File: src/rtl/ifmon_params.svh
`ifndef IFMON_PARAMS_SVH
`define IFMON_PARAMS_SVH

// ----------------------------------------------------------------------
// Register byte addresses (one aligned 32-bit word each)
// ----------------------------------------------------------------------
`define IFMON_OFS_SUPPLY 8'h00
`define IFMON_OFS_EDGE 8'h04
`define IFMON_OFS_PRI0 8'h08
`define IFMON_OFS_PRI1 8'h0C
`define IFMON_OFS_PRI2 8'h10
`define IFMON_OFS_PRI3 8'h14
`define IFMON_OFS_GRP0 8'h18
`define IFMON_GRP_STRIDE 8'h04

// ----------------------------------------------------------------------
// Field positions and reset values
// ----------------------------------------------------------------------
`define IFMON_SUP_RESULT_BIT 5
`define IFMON_SUP_ENABLE_BIT 4
`define IFMON_RESET_BYTE 8'h00
`define IFMON_LOW_GROUP 3
`define IFMON_GROUPS 10
`define IFMON_PINS 4

// Implemented sub-source slots per group, slot 3 is the top nibble bit
`define IFMON_GRP_MASK 40'h77_773F_F3FF

// ----------------------------------------------------------------------
// Timing
// ----------------------------------------------------------------------
`define IFMON_CLK_PERIOD_NS 20
`define IFMON_REQ_DELAY_US 15
`define IFMON_REQ_DELAY_CYC \
    ((`IFMON_REQ_DELAY_US * 1000 + `IFMON_CLK_PERIOD_NS - 1) / `IFMON_CLK_PERIOD_NS)

`endif

File: src/rtl/ifmon_pkg.sv
package ifmon_pkg;

    // ------------------------------------------------------------------
    // Types
    // ------------------------------------------------------------------
    typedef enum logic [1:0] {
        DLY_IDLE = 2'b00,
        DLY_COUNT = 2'b01,
        DLY_FIRED = 2'b10
    } ifmon_dly_e;

    // Supply monitor control fields held by software
    typedef struct packed {
        logic enable;
        logic [2:0] thresh;
    } ifmon_mon_s;

endpackage

File: src/rtl/ifmon_top.sv
// Decided for this implementation: the register addresses and the Avalon-MM slave port.
`timescale 1ns/100ps
`include "ifmon_params.svh"
// Functional notes
// - Three-bit threshold code, eight detection levels.
// - Result bit 5 high while supply low.
// - Enable bit 4 switches monitor on/off.
// - Sleep mode forces monitor off.
// - Result may toggle freely, no filtering; here a level counts only once stages two and three agree.
// - Request flag sets after fixed delay.
// - Low-supply request routed through a group.
// - Flag setting wakes device from idle.
// - Per-pin edge code: off/rise/fall/both.
// - Edge fields packed pin3 high to pin0 low.
// - Four external pins raise requests.
// - Hardware sets flags, software writes enables.
// - Flag 1 pending, enable 1 enabled.
// - Primary byte 0 layout with global enable.
// - Four primary and ten group registers.
// - Unimplemented bits read zero.
// - Accepted request suspends main program.
// - Low-supply flag bit 4, enable bit 0.
module ifmon_top #(
    parameter int unsigned REQ_DELAY_CYC = `IFMON_REQ_DELAY_CYC
) (
    // Clock and reset
    input wire logic clk_sys,
    input wire logic srst,
    // Avalon-MM slave
    input wire logic [7:0] avs_address,
    input wire logic avs_read,
    input wire logic avs_write,
    input wire logic [31:0] avs_writedata,
    input wire logic [3:0] avs_byteenable,
    output logic [31:0] avs_readdata,
    output logic avs_waitrequest,
    // External pins and comparator result, asynchronous
    input wire logic [3:0] external_int_pin,
    input wire logic low_supply_raw,
    // Power mode from the core, same clock
    input wire logic sleep_mode,
    input wire logic idle_mode,
    // Peripheral event pulses, same clock
    input wire logic adc_event,
    input wire logic [39:0] group_event,
    // Outputs to the core and the analog comparator
    output logic cpu_int_req,
    output logic idle_wake,
    output logic monitor_on,
    output logic [2:0] threshold_select
);

    // ------------------------------------------------------------------
    // Storage
    // ------------------------------------------------------------------
    localparam logic [39:0] GRP_MASK = `IFMON_GRP_MASK;
    localparam logic [15:0] DLY_LAST = 16'(REQ_DELAY_CYC - 1);

    ifmon_pkg::ifmon_mon_s mon_ctrl_r;
    ifmon_pkg::ifmon_dly_e dly_state_r;
    logic [15:0] dly_cnt_r;
    logic [7:0] edge_sel_r;
    logic glob_en_r;
    logic [3:0] pin_flag_r;
    logic [3:0] pin_en_r;
    logic [9:0] grp_flag_r;
    logic [9:0] grp_en_r;
    logic adc_flag_r;
    logic adc_en_r;
    logic [39:0] sub_flag_r;
    logic [39:0] sub_en_r;
    logic wait_r;
    logic [31:0] rdata_r;
    logic [7:0] rd_byte;
    logic wr_go;
    logic [7:0] wd;
    logic [3:0] pin_s1_r, pin_s2_r, pin_s3_r, pin_stable_r, pin_prev_r;
    logic [3:0] pin_evt;
    logic sup_s1_r, sup_s2_r, sup_s3_r, sup_stable_r;
    logic mon_on_r;
    logic result_r;
    logic low_evt;
    logic [39:0] sub_evt;
    logic [9:0] grp_set;
    logic int_req_r;
    logic wake_r;

    // Word-address match, shared by every write and read decode
    function automatic logic hit(input logic [7:0] addr, input logic [7:0] ofs);
        hit = (addr[7:2] == ofs[7:2]);
    endfunction

    // ------------------------------------------------------------------
    // Avalon-MM slave: one wait cycle, then the answer cycle
    // ------------------------------------------------------------------
    // Waitrequest drops for exactly one cycle per request
    always_ff @(posedge clk_sys)
    begin
        if (srst)
            wait_r <= 1'b1;
        else
            wait_r <= !((avs_read || avs_write) && wait_r);
    end

    // Writes take effect at the edge where waitrequest is seen low
    assign wr_go = avs_write && !wait_r && avs_byteenable[0];
    assign wd = avs_writedata[7:0];

    // Read data captured one cycle early so it stands during the answer
    always_ff @(posedge clk_sys)
    begin
        if (srst)
            rdata_r <= 32'h0000_0000;
        else if (avs_read && wait_r)
            rdata_r <= {24'h00_0000, rd_byte};
    end

    // Read view of every register; unmapped words and gaps read zero
    always_comb
    begin
        rd_byte = 8'h00;
        if (hit(avs_address, `IFMON_OFS_SUPPLY))
            rd_byte = {2'b00, result_r, mon_ctrl_r.enable, 1'b0, mon_ctrl_r.thresh};
        else if (hit(avs_address, `IFMON_OFS_EDGE))
            rd_byte = edge_sel_r;
        else if (hit(avs_address, `IFMON_OFS_PRI0))
            rd_byte = {1'b0, grp_flag_r[6], pin_flag_r[1], pin_flag_r[0],
                grp_en_r[6], pin_en_r[1], pin_en_r[0], glob_en_r};
        else if (hit(avs_address, `IFMON_OFS_PRI1))
            rd_byte = {adc_flag_r, grp_flag_r[1], grp_flag_r[0], grp_flag_r[7],
                adc_en_r, grp_en_r[1], grp_en_r[0], grp_en_r[7]};
        else if (hit(avs_address, `IFMON_OFS_PRI2))
            rd_byte = {grp_flag_r[3], grp_flag_r[9], grp_flag_r[8], grp_flag_r[2],
                grp_en_r[3], grp_en_r[9], grp_en_r[8], grp_en_r[2]};
        else if (hit(avs_address, `IFMON_OFS_PRI3))
            rd_byte = {grp_flag_r[5], grp_flag_r[4], pin_flag_r[3], pin_flag_r[2],
                grp_en_r[5], grp_en_r[4], pin_en_r[3], pin_en_r[2]};
        else
            for (int g = 0; g < `IFMON_GROUPS; g++)
                if (hit(avs_address, 8'(`IFMON_OFS_GRP0 + g * `IFMON_GRP_STRIDE)))
                    rd_byte = {sub_flag_r[g*4 +: 4] & GRP_MASK[g*4 +: 4],
                        sub_en_r[g*4 +: 4] & GRP_MASK[g*4 +: 4]};
    end

    assign avs_waitrequest = wait_r;
    assign avs_readdata = rdata_r;

    // ------------------------------------------------------------------
    // Input synchronisers
    // ------------------------------------------------------------------
    // Three stages; a level counts only once stages two and three agree
    always_ff @(posedge clk_sys)
    begin
        if (srst)
        begin
            pin_s1_r <= 4'h0;
            pin_s2_r <= 4'h0;
            pin_s3_r <= 4'h0;
            sup_s1_r <= 1'b0;
            sup_s2_r <= 1'b0;
            sup_s3_r <= 1'b0;
        end
        else
        begin
            pin_s1_r <= external_int_pin;
            pin_s2_r <= pin_s1_r;
            pin_s3_r <= pin_s2_r;
            sup_s1_r <= low_supply_raw;
            sup_s2_r <= sup_s1_r;
            sup_s3_r <= sup_s2_r;
        end
    end

    // ------------------------------------------------------------------
    // External pin edge detection
    // ------------------------------------------------------------------
    genvar p;
    generate
        for (p = 0; p < `IFMON_PINS; p++)
        begin : g_pin
            // Stable level and its previous value per pin
            always_ff @(posedge clk_sys)
            begin
                if (srst)
                begin
                    pin_stable_r[p] <= 1'b0;
                    pin_prev_r[p] <= 1'b0;
                end
                else
                begin
                    if (pin_s2_r[p] == pin_s3_r[p])
                        pin_stable_r[p] <= pin_s3_r[p];
                    pin_prev_r[p] <= pin_stable_r[p];
                end
            end
            // Low select bit picks rising, high bit picks falling
            assign pin_evt[p] =
                (edge_sel_r[2*p] && pin_stable_r[p] && !pin_prev_r[p]) ||
                (edge_sel_r[2*p+1] && !pin_stable_r[p] && pin_prev_r[p]);
        end
    endgenerate

    // ------------------------------------------------------------------
    // Supply monitor
    // ------------------------------------------------------------------
    // Control fields written by software
    always_ff @(posedge clk_sys)
    begin
        if (srst)
        begin
            mon_ctrl_r <= '0;
            edge_sel_r <= `IFMON_RESET_BYTE;
        end
        else if (wr_go)
        begin
            if (hit(avs_address, `IFMON_OFS_SUPPLY))
            begin
                mon_ctrl_r.enable <= wd[`IFMON_SUP_ENABLE_BIT];
                mon_ctrl_r.thresh <= wd[2:0];
            end
            if (hit(avs_address, `IFMON_OFS_EDGE))
                edge_sel_r <= wd;
        end
    end

    // Sleep overrides the stored enable; comparator result counts only once stages two and three agree
    always_ff @(posedge clk_sys)
    begin
        if (srst)
        begin
            mon_on_r <= 1'b0;
            sup_stable_r <= 1'b0;
            result_r <= 1'b0;
        end
        else
        begin
            mon_on_r <= mon_ctrl_r.enable && !sleep_mode;
            if (sup_s2_r == sup_s3_r)
                sup_stable_r <= sup_s3_r;
            result_r <= mon_on_r && sup_stable_r;
        end
    end

    assign monitor_on = mon_on_r;
    assign threshold_select = mon_ctrl_r.thresh;

    // Request delay: result must stay high for the whole count
    always_ff @(posedge clk_sys)
    begin
        if (srst)
        begin
            dly_state_r <= ifmon_pkg::DLY_IDLE;
            dly_cnt_r <= 16'h0000;
        end
        else
        begin
            unique case (dly_state_r)
                ifmon_pkg::DLY_IDLE:
                begin
                    dly_cnt_r <= 16'h0000;
                    if (result_r)
                        dly_state_r <= ifmon_pkg::DLY_COUNT;
                end
                ifmon_pkg::DLY_COUNT:
                begin
                    if (!result_r)
                        dly_state_r <= ifmon_pkg::DLY_IDLE;
                    else if (dly_cnt_r == DLY_LAST)
                        dly_state_r <= ifmon_pkg::DLY_FIRED;
                    else
                        dly_cnt_r <= dly_cnt_r + 16'h0001;
                end
                ifmon_pkg::DLY_FIRED:
                begin
                    if (!result_r)
                        dly_state_r <= ifmon_pkg::DLY_IDLE;
                end
                default:
                    dly_state_r <= ifmon_pkg::DLY_IDLE;
            endcase
        end
    end

    assign low_evt = (dly_state_r == ifmon_pkg::DLY_COUNT) && result_r &&
        (dly_cnt_r == DLY_LAST);

    // ------------------------------------------------------------------
    // Request flags and enables
    // ------------------------------------------------------------------
    // Low-supply event takes the slot of flag bit 4 in group 3
    always_comb
    begin
        sub_evt = group_event;
        sub_evt[`IFMON_LOW_GROUP*4] = low_evt;
    end

    // A group flag rises when an enabled member raises its event
    generate
        for (p = 0; p < `IFMON_GROUPS; p++)
        begin : g_grp
            assign grp_set[p] = |(sub_evt[p*4 +: 4] & sub_en_r[p*4 +: 4] &
                GRP_MASK[p*4 +: 4]);
        end
    endgenerate

    // Group member registers; hardware set wins over a software clear
    always_ff @(posedge clk_sys)
    begin
        if (srst)
        begin
            sub_flag_r <= 40'h00_0000_0000;
            sub_en_r <= 40'h00_0000_0000;
        end
        else
        begin
            for (int g = 0; g < `IFMON_GROUPS; g++)
                if (wr_go && hit(avs_address, 8'(`IFMON_OFS_GRP0 + g * `IFMON_GRP_STRIDE)))
                begin
                    sub_flag_r[g*4 +: 4] <= (wd[7:4] | sub_evt[g*4 +: 4]) &
                        GRP_MASK[g*4 +: 4];
                    sub_en_r[g*4 +: 4] <= wd[3:0] & GRP_MASK[g*4 +: 4];
                end
                else
                    sub_flag_r[g*4 +: 4] <= (sub_flag_r[g*4 +: 4] | sub_evt[g*4 +: 4]) &
                        GRP_MASK[g*4 +: 4];
        end
    end

    // Primary registers; software writes land first, hardware sets on top
    always_ff @(posedge clk_sys)
    begin
        if (srst)
        begin
            glob_en_r <= 1'b0;
            pin_flag_r <= 4'h0;
            pin_en_r <= 4'h0;
            grp_flag_r <= 10'h000;
            grp_en_r <= 10'h000;
            adc_flag_r <= 1'b0;
            adc_en_r <= 1'b0;
        end
        else
        begin
            logic [3:0] pf;
            logic [9:0] gf;
            logic af;
            pf = pin_flag_r;
            gf = grp_flag_r;
            af = adc_flag_r;
            if (wr_go && hit(avs_address, `IFMON_OFS_PRI0))
            begin
                {gf[6], pf[1], pf[0]} = wd[6:4];
                {grp_en_r[6], pin_en_r[1], pin_en_r[0], glob_en_r} <= wd[3:0];
            end
            if (wr_go && hit(avs_address, `IFMON_OFS_PRI1))
            begin
                {af, gf[1], gf[0], gf[7]} = wd[7:4];
                {adc_en_r, grp_en_r[1], grp_en_r[0], grp_en_r[7]} <= wd[3:0];
            end
            if (wr_go && hit(avs_address, `IFMON_OFS_PRI2))
            begin
                {gf[3], gf[9], gf[8], gf[2]} = wd[7:4];
                {grp_en_r[3], grp_en_r[9], grp_en_r[8], grp_en_r[2]} <= wd[3:0];
            end
            if (wr_go && hit(avs_address, `IFMON_OFS_PRI3))
            begin
                {gf[5], gf[4], pf[3], pf[2]} = wd[7:4];
                {grp_en_r[5], grp_en_r[4], pin_en_r[3], pin_en_r[2]} <= wd[3:0];
            end
            pin_flag_r <= pf | pin_evt;
            grp_flag_r <= gf | grp_set;
            adc_flag_r <= af | adc_event;
        end
    end

    // ------------------------------------------------------------------
    // Outputs to the core
    // ------------------------------------------------------------------
    // The core suspends its program while this request is presented
    always_ff @(posedge clk_sys)
    begin
        if (srst)
        begin
            int_req_r <= 1'b0;
            wake_r <= 1'b0;
        end
        else
        begin
            int_req_r <= glob_en_r && |{pin_flag_r & pin_en_r, grp_flag_r & grp_en_r,
                adc_flag_r & adc_en_r};
            // Wake only when the flag newly sets; a preset flag keeps the core idle
            wake_r <= idle_mode && low_evt && !sub_flag_r[`IFMON_LOW_GROUP*4];
        end
    end

    assign cpu_int_req = int_req_r;
    assign idle_wake = wake_r;

    // ------------------------------------------------------------------
    // Checks
    // ------------------------------------------------------------------
    logic [15:0] hi_cnt_r;

    // Consecutive cycles with the result high, saturating
    always_ff @(posedge clk_sys)
    begin
        if (srst || !result_r)
            hi_cnt_r <= 16'h0000;
        else if (hi_cnt_r != 16'hFFFF)
            hi_cnt_r <= hi_cnt_r + 16'h0001;
    end
endmodule

File: config.mk
export PLATFORM = sky130hd
export DESIGN_NAME = ifmon_top
export DESIGN_NICKNAME = d
export VERILOG_FILES = /design/src/rtl/ifmon_pkg.sv /design/src/rtl/ifmon_top.sv
export VERILOG_INCLUDE_DIRS = /design/src /design/src/rtl
export SDC_FILE = /design/constraint.sdc
export NUM_CORES = 1
export LEC_CHECK = 0
export BUFFER_PORTS_ARGS = -buffer_cell sky130_fd_sc_hd__buf_4
export CAP_MARGIN = 20
export CELL_PAD_IN_SITES_DETAIL_PLACEMENT = 0
export CELL_PAD_IN_SITES_GLOBAL_PLACEMENT = 2
export CORE_ASPECT_RATIO = 1.75
export CORE_UTILIZATION = 35
export DETAILED_ROUTE_END_ITERATION = 8
export PLACE_DENSITY = 0.94
export SYNTH_ARGS = -nofsm -noshare
export SYNTH_HDL_FRONTEND = slang
export SYNTH_SLANG_ARGS = --single-unit
File: constraint.sdc
create_clock -name clk_sys -period 3.25 [get_ports clk_sys]
set_input_delay 0.1625 -clock clk_sys [delete_from_list [all_inputs] [get_ports clk_sys]]
set_output_delay 0.1625 -clock clk_sys [all_outputs]
set_load 0.1 [all_outputs]
# Word level (Yosys, flattened, before mapping)
# Index checks and enable logic that the tools add are counted.
# op_classes
muxes	52
n_reduce_logical	76
n_eq_ne	28
bitwise_logic	36
n_addsub	1
# op_table
operator	count
$mux 8	16
$eq 6x4->1 const B	8
$logic_and 1x1->1	41
$mux 2	18
$or 4x4->4	9
$mux 16	2
$pmux 16 s2	1
$eq 6x3->1 const B	4
$or 3x3->3	8
$and 4x4->4	5
$add 16x1->16 const B	1
$eq 16x10->1 const B	1
$mux 4	4
$reduce_or 4->1	4
$reduce_or 15->1	1
$and 3x3->3	4
$eq 6x2->1 const B	2
$logic_not 1->1	12
$mux 3	4
$reduce_or 3->1	4
$and 10x10->10	1
$or 10x10->10	1
$ne 2x2->1 const B	4
$or 2x2->2	4
17 further kinds	34
# totals
elab_cells	241
register_bits	169
input_bits	96
output_inout_bits	39

# Logic depth before layout (Yosys ltp)
# Gate-level depths: netlist of the first run.
# depth
depth_word	17
mapped_depth	9
depth_no_buf	8

# Worst setup path before layout of the first run
# OpenSTA, ideal clock, no wires.
# synth_path
path_type	reg-to-reg
from	reg wait_r (netlist: avs_waitrequest)
to	reg rdata_r[2] (netlist: avs_readdata[2])
setup_ns	0.076
arrival_ns	2.114
synth_period_minus_slack_ns	2.189
path_buffers	0
setup_slack_ns	1.061
stages_incl_launch_ff	6
required_ns	3.174
path_cell_list	dfxtp_1 > nand2_1 > nor2_1 > nand2_1 > or3_1 > o22ai_1
# synth_between
elab_chain_cells	1
# synth_rtl
item	line_no	source
start, declared	ifmon_top.sv:72	logic wait_r;
start signal, assigned	ifmon_top.sv:102	wait_r <= !((avs_read || avs_write) && wait_r);
$logic_and 1x1->1	ifmon_top.sv:114	else if (avs_read && wait_r)
end signal, assigned	ifmon_top.sv:115	rdata_r <= {24'h00_0000, rd_byte};
end, declared	ifmon_top.sv:73	logic [31:0] rdata_r;
# No other way between the ends.
# A chain may end at the register's enable or synchronous reset.

# Final worst setup path of the first run
# layout_path
from	reg dly_cnt_r[0]
to	reg wake_r (netlist: idle_wake)
# layout_between
elab_chain_cells	4
# layout_rtl
item	line_no	source
start, declared	ifmon_top.sv:61	logic [15:0] dly_cnt_r;
start signal, assigned	ifmon_top.sv:271	dly_cnt_r <= dly_cnt_r + 16'h0001;
$eq 16x10->1	ifmon_top.sv:285	(dly_cnt_r == DLY_LAST);
$logic_and 1x1->1	ifmon_top.sv:284	assign low_evt = (dly_state_r == ifmon_pkg::DLY_COUNT) && result_r &&
$logic_and 1x1->1 (2 in series)	ifmon_top.sv:392	wake_r <= idle_mode && low_evt && !sub_flag_r[`IFMON_LOW_GROUP*4];
end signal, assigned	ifmon_top.sv:392	
end, declared	ifmon_top.sv:86	logic wake_r;
# No other way between the ends.

==> impl_metrics.json, run 1 <==
{
  "status": "completed",
  "min_delay_worst_endpoint": "sub_flag_r[0]",
  "stdcell_area_mm2": 0.00917,
  "cts_buffers": 17,
  "hp-start": "group_event[0]",
  "grt_pass1_vias": 7187,
  "rrSetupSlack_ns": 1.00,
  "hold_violations": 0,
  "cts_setup_buffers": 0,
  "worst-r2r-cell-count": 5,
  "p_int_mw": 3.48,
  "p_comb_share_pct": 10.0,
  "clk_pin_slew_worst_paths_ns": 0.07,
  "finClkSkew_ns": 0.00710,
  "rsz0062_at_grt": "false",
  "synth_top_cell_area_share_pct": 43.1,
  "gr-total-overflow": 0,
  "path_cells": "ha_1, or3b_2, nor4_1, nand3_1, nor4b_1",
  "pwr-share-seq_pct": 43.5,
  "area_growth_pct": 21.8,
  "vias": 7241,
  "slowest_stage": "nor4_1",
  "cts.hold.buffers_added": 39,
  "crit_path_start_kind": "flop",
  "r2r-end": "idle_wake",
  "drt_wl_total_mm": 26.1,
  "yosysTopAreaCell": "dfxtp_1",
  "post_cts_resize_count": 0,
  "p_leak_nw": 3.46,
  "antenna_found_initial": 0,
  "die_x_um": 113,
  "worstSetupEndpointType": "flop",
  "holdWs_ns": 0.0134,
  "gr-usage-all-layers_pct": 24.1,
  "layout.nets": 1130,
  "clock_latency_ns": 0.44,
  "viasPerCell": 5.58,
  "io-pin-count": 135,
  "clock_power_share_pct": 46.5,
  "synth-main-ff-cell": "dfxtp_1",
  "net-switching-power_mw": 1.24,
  "cp_max_fo": 5,
  "synth_seq_cells": 162,
  "drt-initial-drc-count": 568,
  "start_util_pct": 35.8,
  "n_antenna_cell": 0,
  "cts_max_path_buffers": 2,
  "slew_headroom_pct": 36.1,
  "htree_levels": 4,
  "max_freq_ghz": 0.445,
  "layout_min_cycle_time_ns": 2.25,
  "cts_tree": "done",
  "fp.dieArea_mm2": 0.0221,
  "cp.required_ns": 3.59,
  "netlist_instances": 942,
  "cp_data_arrival_time_ns": 2.59,
  "placed_cell_area_mm2": 0.00814,
  "synth_warnings": 0,
  "async_reset_ff_share_pct": 0,
  "synth.yosys.seq_area_share_pct": 43.1,
  "timing.rr.start": "dly_cnt_r[0]",
  "synth_area_per_cell_um2": 7.99,
  "port_buffers": 72,
  "hold_depth": 3,
  "routedWlPerCell_um": 20.1,
  "dr.pass1.iters": 6,
  "cap_violations": 0,
  "criticalPathCategory": "flop to flop",
  "slew_viol_final": 0,
  "core_area_mm2": 0.0210,
  "final.period_utilization_pct": 69.2,
  "slowest_delay_ns": 0.47,
  "antenna_left": 0,
  "hp-class": "primary input to flop",
  "hpwl_mm": 19.0,
  "ir_drop_v": 0.000345,
  "synth_edf_count": 0,
  "synth_area_mm2": 0.00753,
  "tns_ns": 0,
  "clock_sinks": 162,
  "gp_congestion": 0.915,
  "drc": 0,
  "row_count": 70,
  "setup_viol": 0,
  "grt_max_degree": 71,
  "worst_pin_slew_ns": 0.958,
  "powerDensity_mw_per_mm2": 515,
  "grt_pass1_wl_mm": 40.0,
  "yosysUniqueCellTypes": 71,
  "fp.dieH_um": 196,
  "drive_above_1_share_pct": 12.9,
  "yosys-top-cells-area": "dfxtp_1, nand2_1, a21oi_1, a31oi_1, nor2_1",
  "clock-root-buffer": "clkbuf_16",
  "switching_share_pct": 26.3
}
[worst max-delay path by stage]
stage | startpoint | endpoint | cells past startpoint
floorplan | avs_waitrequest | avs_readdata[2] | 5
global route | avs_waitrequest | sub_flag_r[32] | 4
detailed placement | avs_address[2] | grp_flag_r[3] | 6
CTS | dly_cnt_r[1] | dly_cnt_r[10] | 8
finish | dly_cnt_r[0] | idle_wake | 5
global placement | avs_address[2] | grp_flag_r[3] | 6
[logic make-up after synthesis]
logic type | after synthesis | synth area share, %
AO/OA/AOI/OAI | 226 | 19.7
XOR/XNOR | 15 | 1.75
adder cells (fa/ha/maj) | 2 | 0.332
buffers and inverters | 107 | 7.01
flip-flops | 162 | 43.1
multiplexers | 20 | 2.68
other | 1 | 0.0498
AND/OR/NAND/NOR | 409 | 25.4
[power by group through the flow]
stage | Sequential [mW] | Combinational [mW] | Clock [mW]
floorplan | 2.11 | 0.299 | 0
global placement | 2.10 | 0.431 | 0
detailed placement | 2.10 | 0.432 | 0
CTS | 2.06 | 0.472 | 2.22
global route | 2.06 | 0.500 | 2.30
finish | 2.06 | 0.473 | 2.19
[metrics by stage]
stage               worst slack (ns)  util, %  std cells  power [mW]
detailed placement             0.979     38.7       1226        2.53
CTS                             1.03     43.6       1297        4.75
global placement               0.986     38.7       1226        2.53
floorplan                       1.06        -        965        2.41
global route                   0.820     43.6       1297        4.86
finish                          1.00     43.6       1297        4.72
[state kept, by name, indices dropped and copies added (netlist names), 4 cells and up]
register / count
pin_en_r: 4
sub_flag_r: 32
pin_flag_r: 4
grp_flag_r: 10
pin_prev_r: 4
sub_en_r: 32
avs_readdata: 8
pin_s1_r: 4
pin_s2_r: 4
pin_s3_r: 4
grp_en_r: 10
pin_stable_r: 4
dly_cnt_r: 16
edge_sel_r: 8
[cells in the mapped netlist, types with 6 or more instances]
cell,count
dfxtp_1,162
buf_2,8
nor2b_1,24
a31oi_1,47
inv_1,35
mux2i_1,19
a222oi_1,10
o22ai_1,11
o21ai_0,19
nor2_1,57
xor2_1,14
a21oi_1,72
buf_4,27
nor3_1,6
nand3_1,21
a22oi_1,24
clkbuf_1,31
a221oi_1,6
nand2_1,238
nand4_1,10
[final cells by class]
type,count,area (µm²)
sequential,162,3240
clock inverter,14,199
timing repair buffer,120,998
tap,252,315
fill,2139,11900
multi-input combinational,696,3840
clock buffer,18,439
inverter,35,131
[placed cells by master, fill, tap and decap left out, types with 3 or more instances in the layout]
cell,synthesis,routed
a211oi_1,5,5
nor4b_1,4,4
a22oi_1,24,24
buf_4,27,81
a221oi_1,6,6
nand2_1,238,238
o22ai_1,11,11
nand2b_1,4,4
a222oi_1,10,10
nor2b_1,24,24
and2_1,5,5
nor3_1,6,6
mux2i_1,19,19
bufinv_16,0,4
and3_1,4,4
o211ai_1,4,4
nor3_2,4,4
dfxtp_1,162,162
nand4_1,10,10
nor4_1,4,4
clkbuf_16,0,17
xor2_1,14,14
conb_1,1,24
o21ai_0,19,19
nor2_4,3,3
nand3_1,21,21
nor2_1,57,57
dlygate4sd3_1,0,39
or3_1,3,3
a21oi_1,72,72
clkinvlp_4,0,3
and4_1,4,4
a31oi_1,47,47
o31ai_1,4,4
inv_6,0,4
inv_1,35,35
[per-layer routing]
layer,vias up,global-route usage [%],wire length [µm]
met3,85,4.42,1140
met1,3442,24.7,9690
met2,270,43.5,13600
li1,3444,-,-
met5,-,0,0
met4,0,17.7,1700
[worst max-delay path: cells and delay by family, from the launching register on]
family                   cells  cell delay (ns)
AND/OR/NAND/NOR              4             1.56
flip-flops                   1             0.41
adder cells (fa/ha/maj)      1             0.18
No activity file was read; power rests on OpenSTA's default activity.
==> run 2: changes to the inputs <==
ABC_AREA = 1   (was not set)
CORE_UTILIZATION = 28   (was 35)
PLACE_DENSITY = 0.85   (was 0.94)
clock period = 2 ns   (was 3.25 ns; I/O delays follow)
==> run 2 against run 1 <==
Cell count increased by 28%; register-to-register slack worse by 0.82 ns; clock-buffer cell count increased by 3; maximum frequency grew 24%; largest cell class unchanged.
==> impl_metrics.json, run 2 <==
{
  "p_leak_nw": 4.37,
  "p_total_mw": 7.80,
  "synth.yosys.seq_area_share_pct": 41.3,
  "synth_seq_cells": 162,
  "status": "completed",
  "yosys-top-cells-area": "dfxtp_1, nand2_1, nor2_1, inv_1, a21oi_1",
  "gp_congestion": 0.962,
  "vias": 7599,
  "largestRegisters": "sub_en_r (32), sub_flag_r (32), dly_cnt_r (16)",
  "powerDensity_mw_per_mm2": 773,
  "die_x_um": 129,
  "multi_input_area_mm2": 0.00375,
  "rsz0062_at_grt": "true",
  "async_reset_ff_share_pct": 0,
  "cts_tree": "done",
  "worstSetupEndpointType": "flop",
  "layout_min_cycle_time_ns": 1.82,
  "grt_pass1_vias": 7486,
  "rrSetupSlack_ns": 0.18,
  "fin_util_pct": 36.8,
  "crit_path_start_kind": "flop",
  "final.period_utilization_pct": 90.9,
  "cp-startpoint": "dly_cnt_r[6]",
  "viasPerCell": 4.58,
  "port_buffers": 72,
  "r2r-end": "dly_cnt_r[2]",
  "gr-total-overflow": 0,
  "start_util_pct": 28.6,
  "cp_data_arrival_time_ns": 2.15,
  "hold_violations": 0,
  "clock-root-buffer": "clkbuf_16",
  "n_antenna_cell": 0,
  "row_count": 80,
  "fill_cells": 3015,
  "htree_levels": 4,
  "final_cells": 1659,
  "dpl.cell_count": 1579,
  "synth_warnings": 0,
  "fp.dieArea_mm2": 0.0288,
  "core_area_mm2": 0.0274,
  "synth_edf_count": 0,
  "antenna_left": 0,
  "ys_top_cells_by_count": "nand2_1, nor2_1, dfxtp_1",
  "max_freq_ghz": 0.550,
  "area_growth_pct": 28.4,
  "cp.required_ns": 2.33,
  "stdcell_area_mm2": 0.0101,
  "final_common_cell": "nand2_1",
  "yosysTopAreaCell": "dfxtp_1",
  "synth_area_per_cell_um2": 6.90,
  "drt-initial-drc-count": 494,
  "slew_viol_final": 0,
  "setup_viol": 0,
  "grt_pass1_wl_mm": 40.9,
  "cp_max_fo": 7,
  "clk_pin_slew_worst_paths_ns": 0.06,
  "cts_max_path_buffers": 2,
  "gr-usage-all-layers_pct": 19.2,
  "fp.dieH_um": 224,
  "placed_cell_area_mm2": 0.00890,
  "drt_wl_total_mm": 26.3,
  "ir_drop_v": 0.000571,
  "worst-r2r-cell-count": 12,
  "finClkSkew_ns": 0.00997,
  "layout_common_cells": "nand2_1, nor2_1, dfxtp_1",
  "worst_pin_slew_ns": 0.614,
  "tns_ns": 0,
  "hold_depth": 3,
  "clock_latency_ns": 0.44,
  "slew_headroom_pct": 58.9,
  "drive_above_1_share_pct": 16.5,
  "crit_end": "dly_cnt_r[2]",
  "synth_area_mm2": 0.00786,
  "synth_top_cell_area_share_pct": 41.3,
  "cts_buffers": 17,
  "drc": 0,
  "routedWlPerCell_um": 15.9,
  "io-pin-count": 135,
  "cap_violations": 0,
  "synth.most_common_cell": "nand2_1",
  "grt_max_degree": 71,
  "seqCellArea_mm2": 0.00325,
  "dr.pass1.iters": 5,
  "antenna_found_initial": 0,
  "criticalPathCategory": "flop to flop",
  "netlist_instances": 1138,
  "hpwl_mm": 19.4,
  "synth-main-ff-cell": "dfxtp_1",
  "timing.rr.start": "dly_cnt_r[6]",
  "yosysUniqueCellTypes": 45,
  "hp-class": "primary input to flop",
  "clock_sinks": 162,
  "layout.nets": 1376
}
[run 2: worst max-delay path, stage by stage (launching register included)]
cell	delay (ns)
dfxtp_1	0.37
nand2_2	0.12
inv_2	0.08
nand3_1	0.13
nor4_4	0.18
nand2_2	0.12
nand2_2	0.09
nand2_4	0.08
buf_4	0.14
inv_2	0.11
nor2_1	0.09
o21ai_1	0.13
a21oi_1	0.05
[run 2: metrics by stage]
stage / worst slack [ns] / hold WS, ns
floorplan: 0.132 / 0.172
global placement: 0.0935 / 0.258
detailed placement: 0.0526 / 0.261
CTS: 0.0677 / 0.00227
global route: -0.0218 / 0.0250
finish: 0.182 / 0.0314
[run 2: metal layers]
metal | routed length [µm] | part of all wire, % | vias to the layer above | global-route usage, %
li1 | - | - | 3878 | -
met1 | 10500 | 40 | 3502 | 20.3
met2 | 13900 | 53 | 160 | 35.2
met3 | 882 | 3.4 | 59 | 4.06
met4 | 1090 | 4.1 | 0 | 9.72
met5 | 0 | 0 | - | 0
[run 2: cell families after synthesis]
kind of cell,share of synthesized area [%]
AO/OA/AOI/OAI,16.9
XOR/XNOR,0.557
adder cells (fa/ha/maj),0.319
buffers and inverters,12.6
flip-flops,41.3
other,0.0477
AND/OR/NAND/NOR,28.2
[run 2: how the worst min path moves through the flow]
| stage | from | to |
|---|---|---|
| floorplan | sleep_mode | monitor_on |
| global placement | sleep_mode | monitor_on |
| detailed placement | sleep_mode | monitor_on |
| CTS | avs_writedata[3] | sub_en_r[19] |
| global route | avs_writedata[3] | sub_en_r[19] |
| finish | avs_writedata[3] | sub_en_r[19] |
[run 2: report_power, final]
group | internal [mW] | leakage (nW) | switching, mW
Sequential | 3.29 | 1.32 | 0.0413
Clock | 2.30 | 0.315 | 1.36
Combinational | 0.248 | 2.74 | 0.557
[run 2: cell type report]
type | count | area share [%]
clock buffers | 21 | 4.66
inverters | 176 | 6.62
flip-flops and latches | 162 | 32.2
clock inverters | 10 | 1.79
well taps | 369 | 4.58
repair buffers | 157 | 13.0
multi-input cells | 764 | 37.1
[run 2: timing repair]
item	CTS	global route
setup endpoints to repair	0	5
hold buffers	47	0
setup buffers	0	2
gates resized for setup	0	14
hold endpoints to repair	50	0
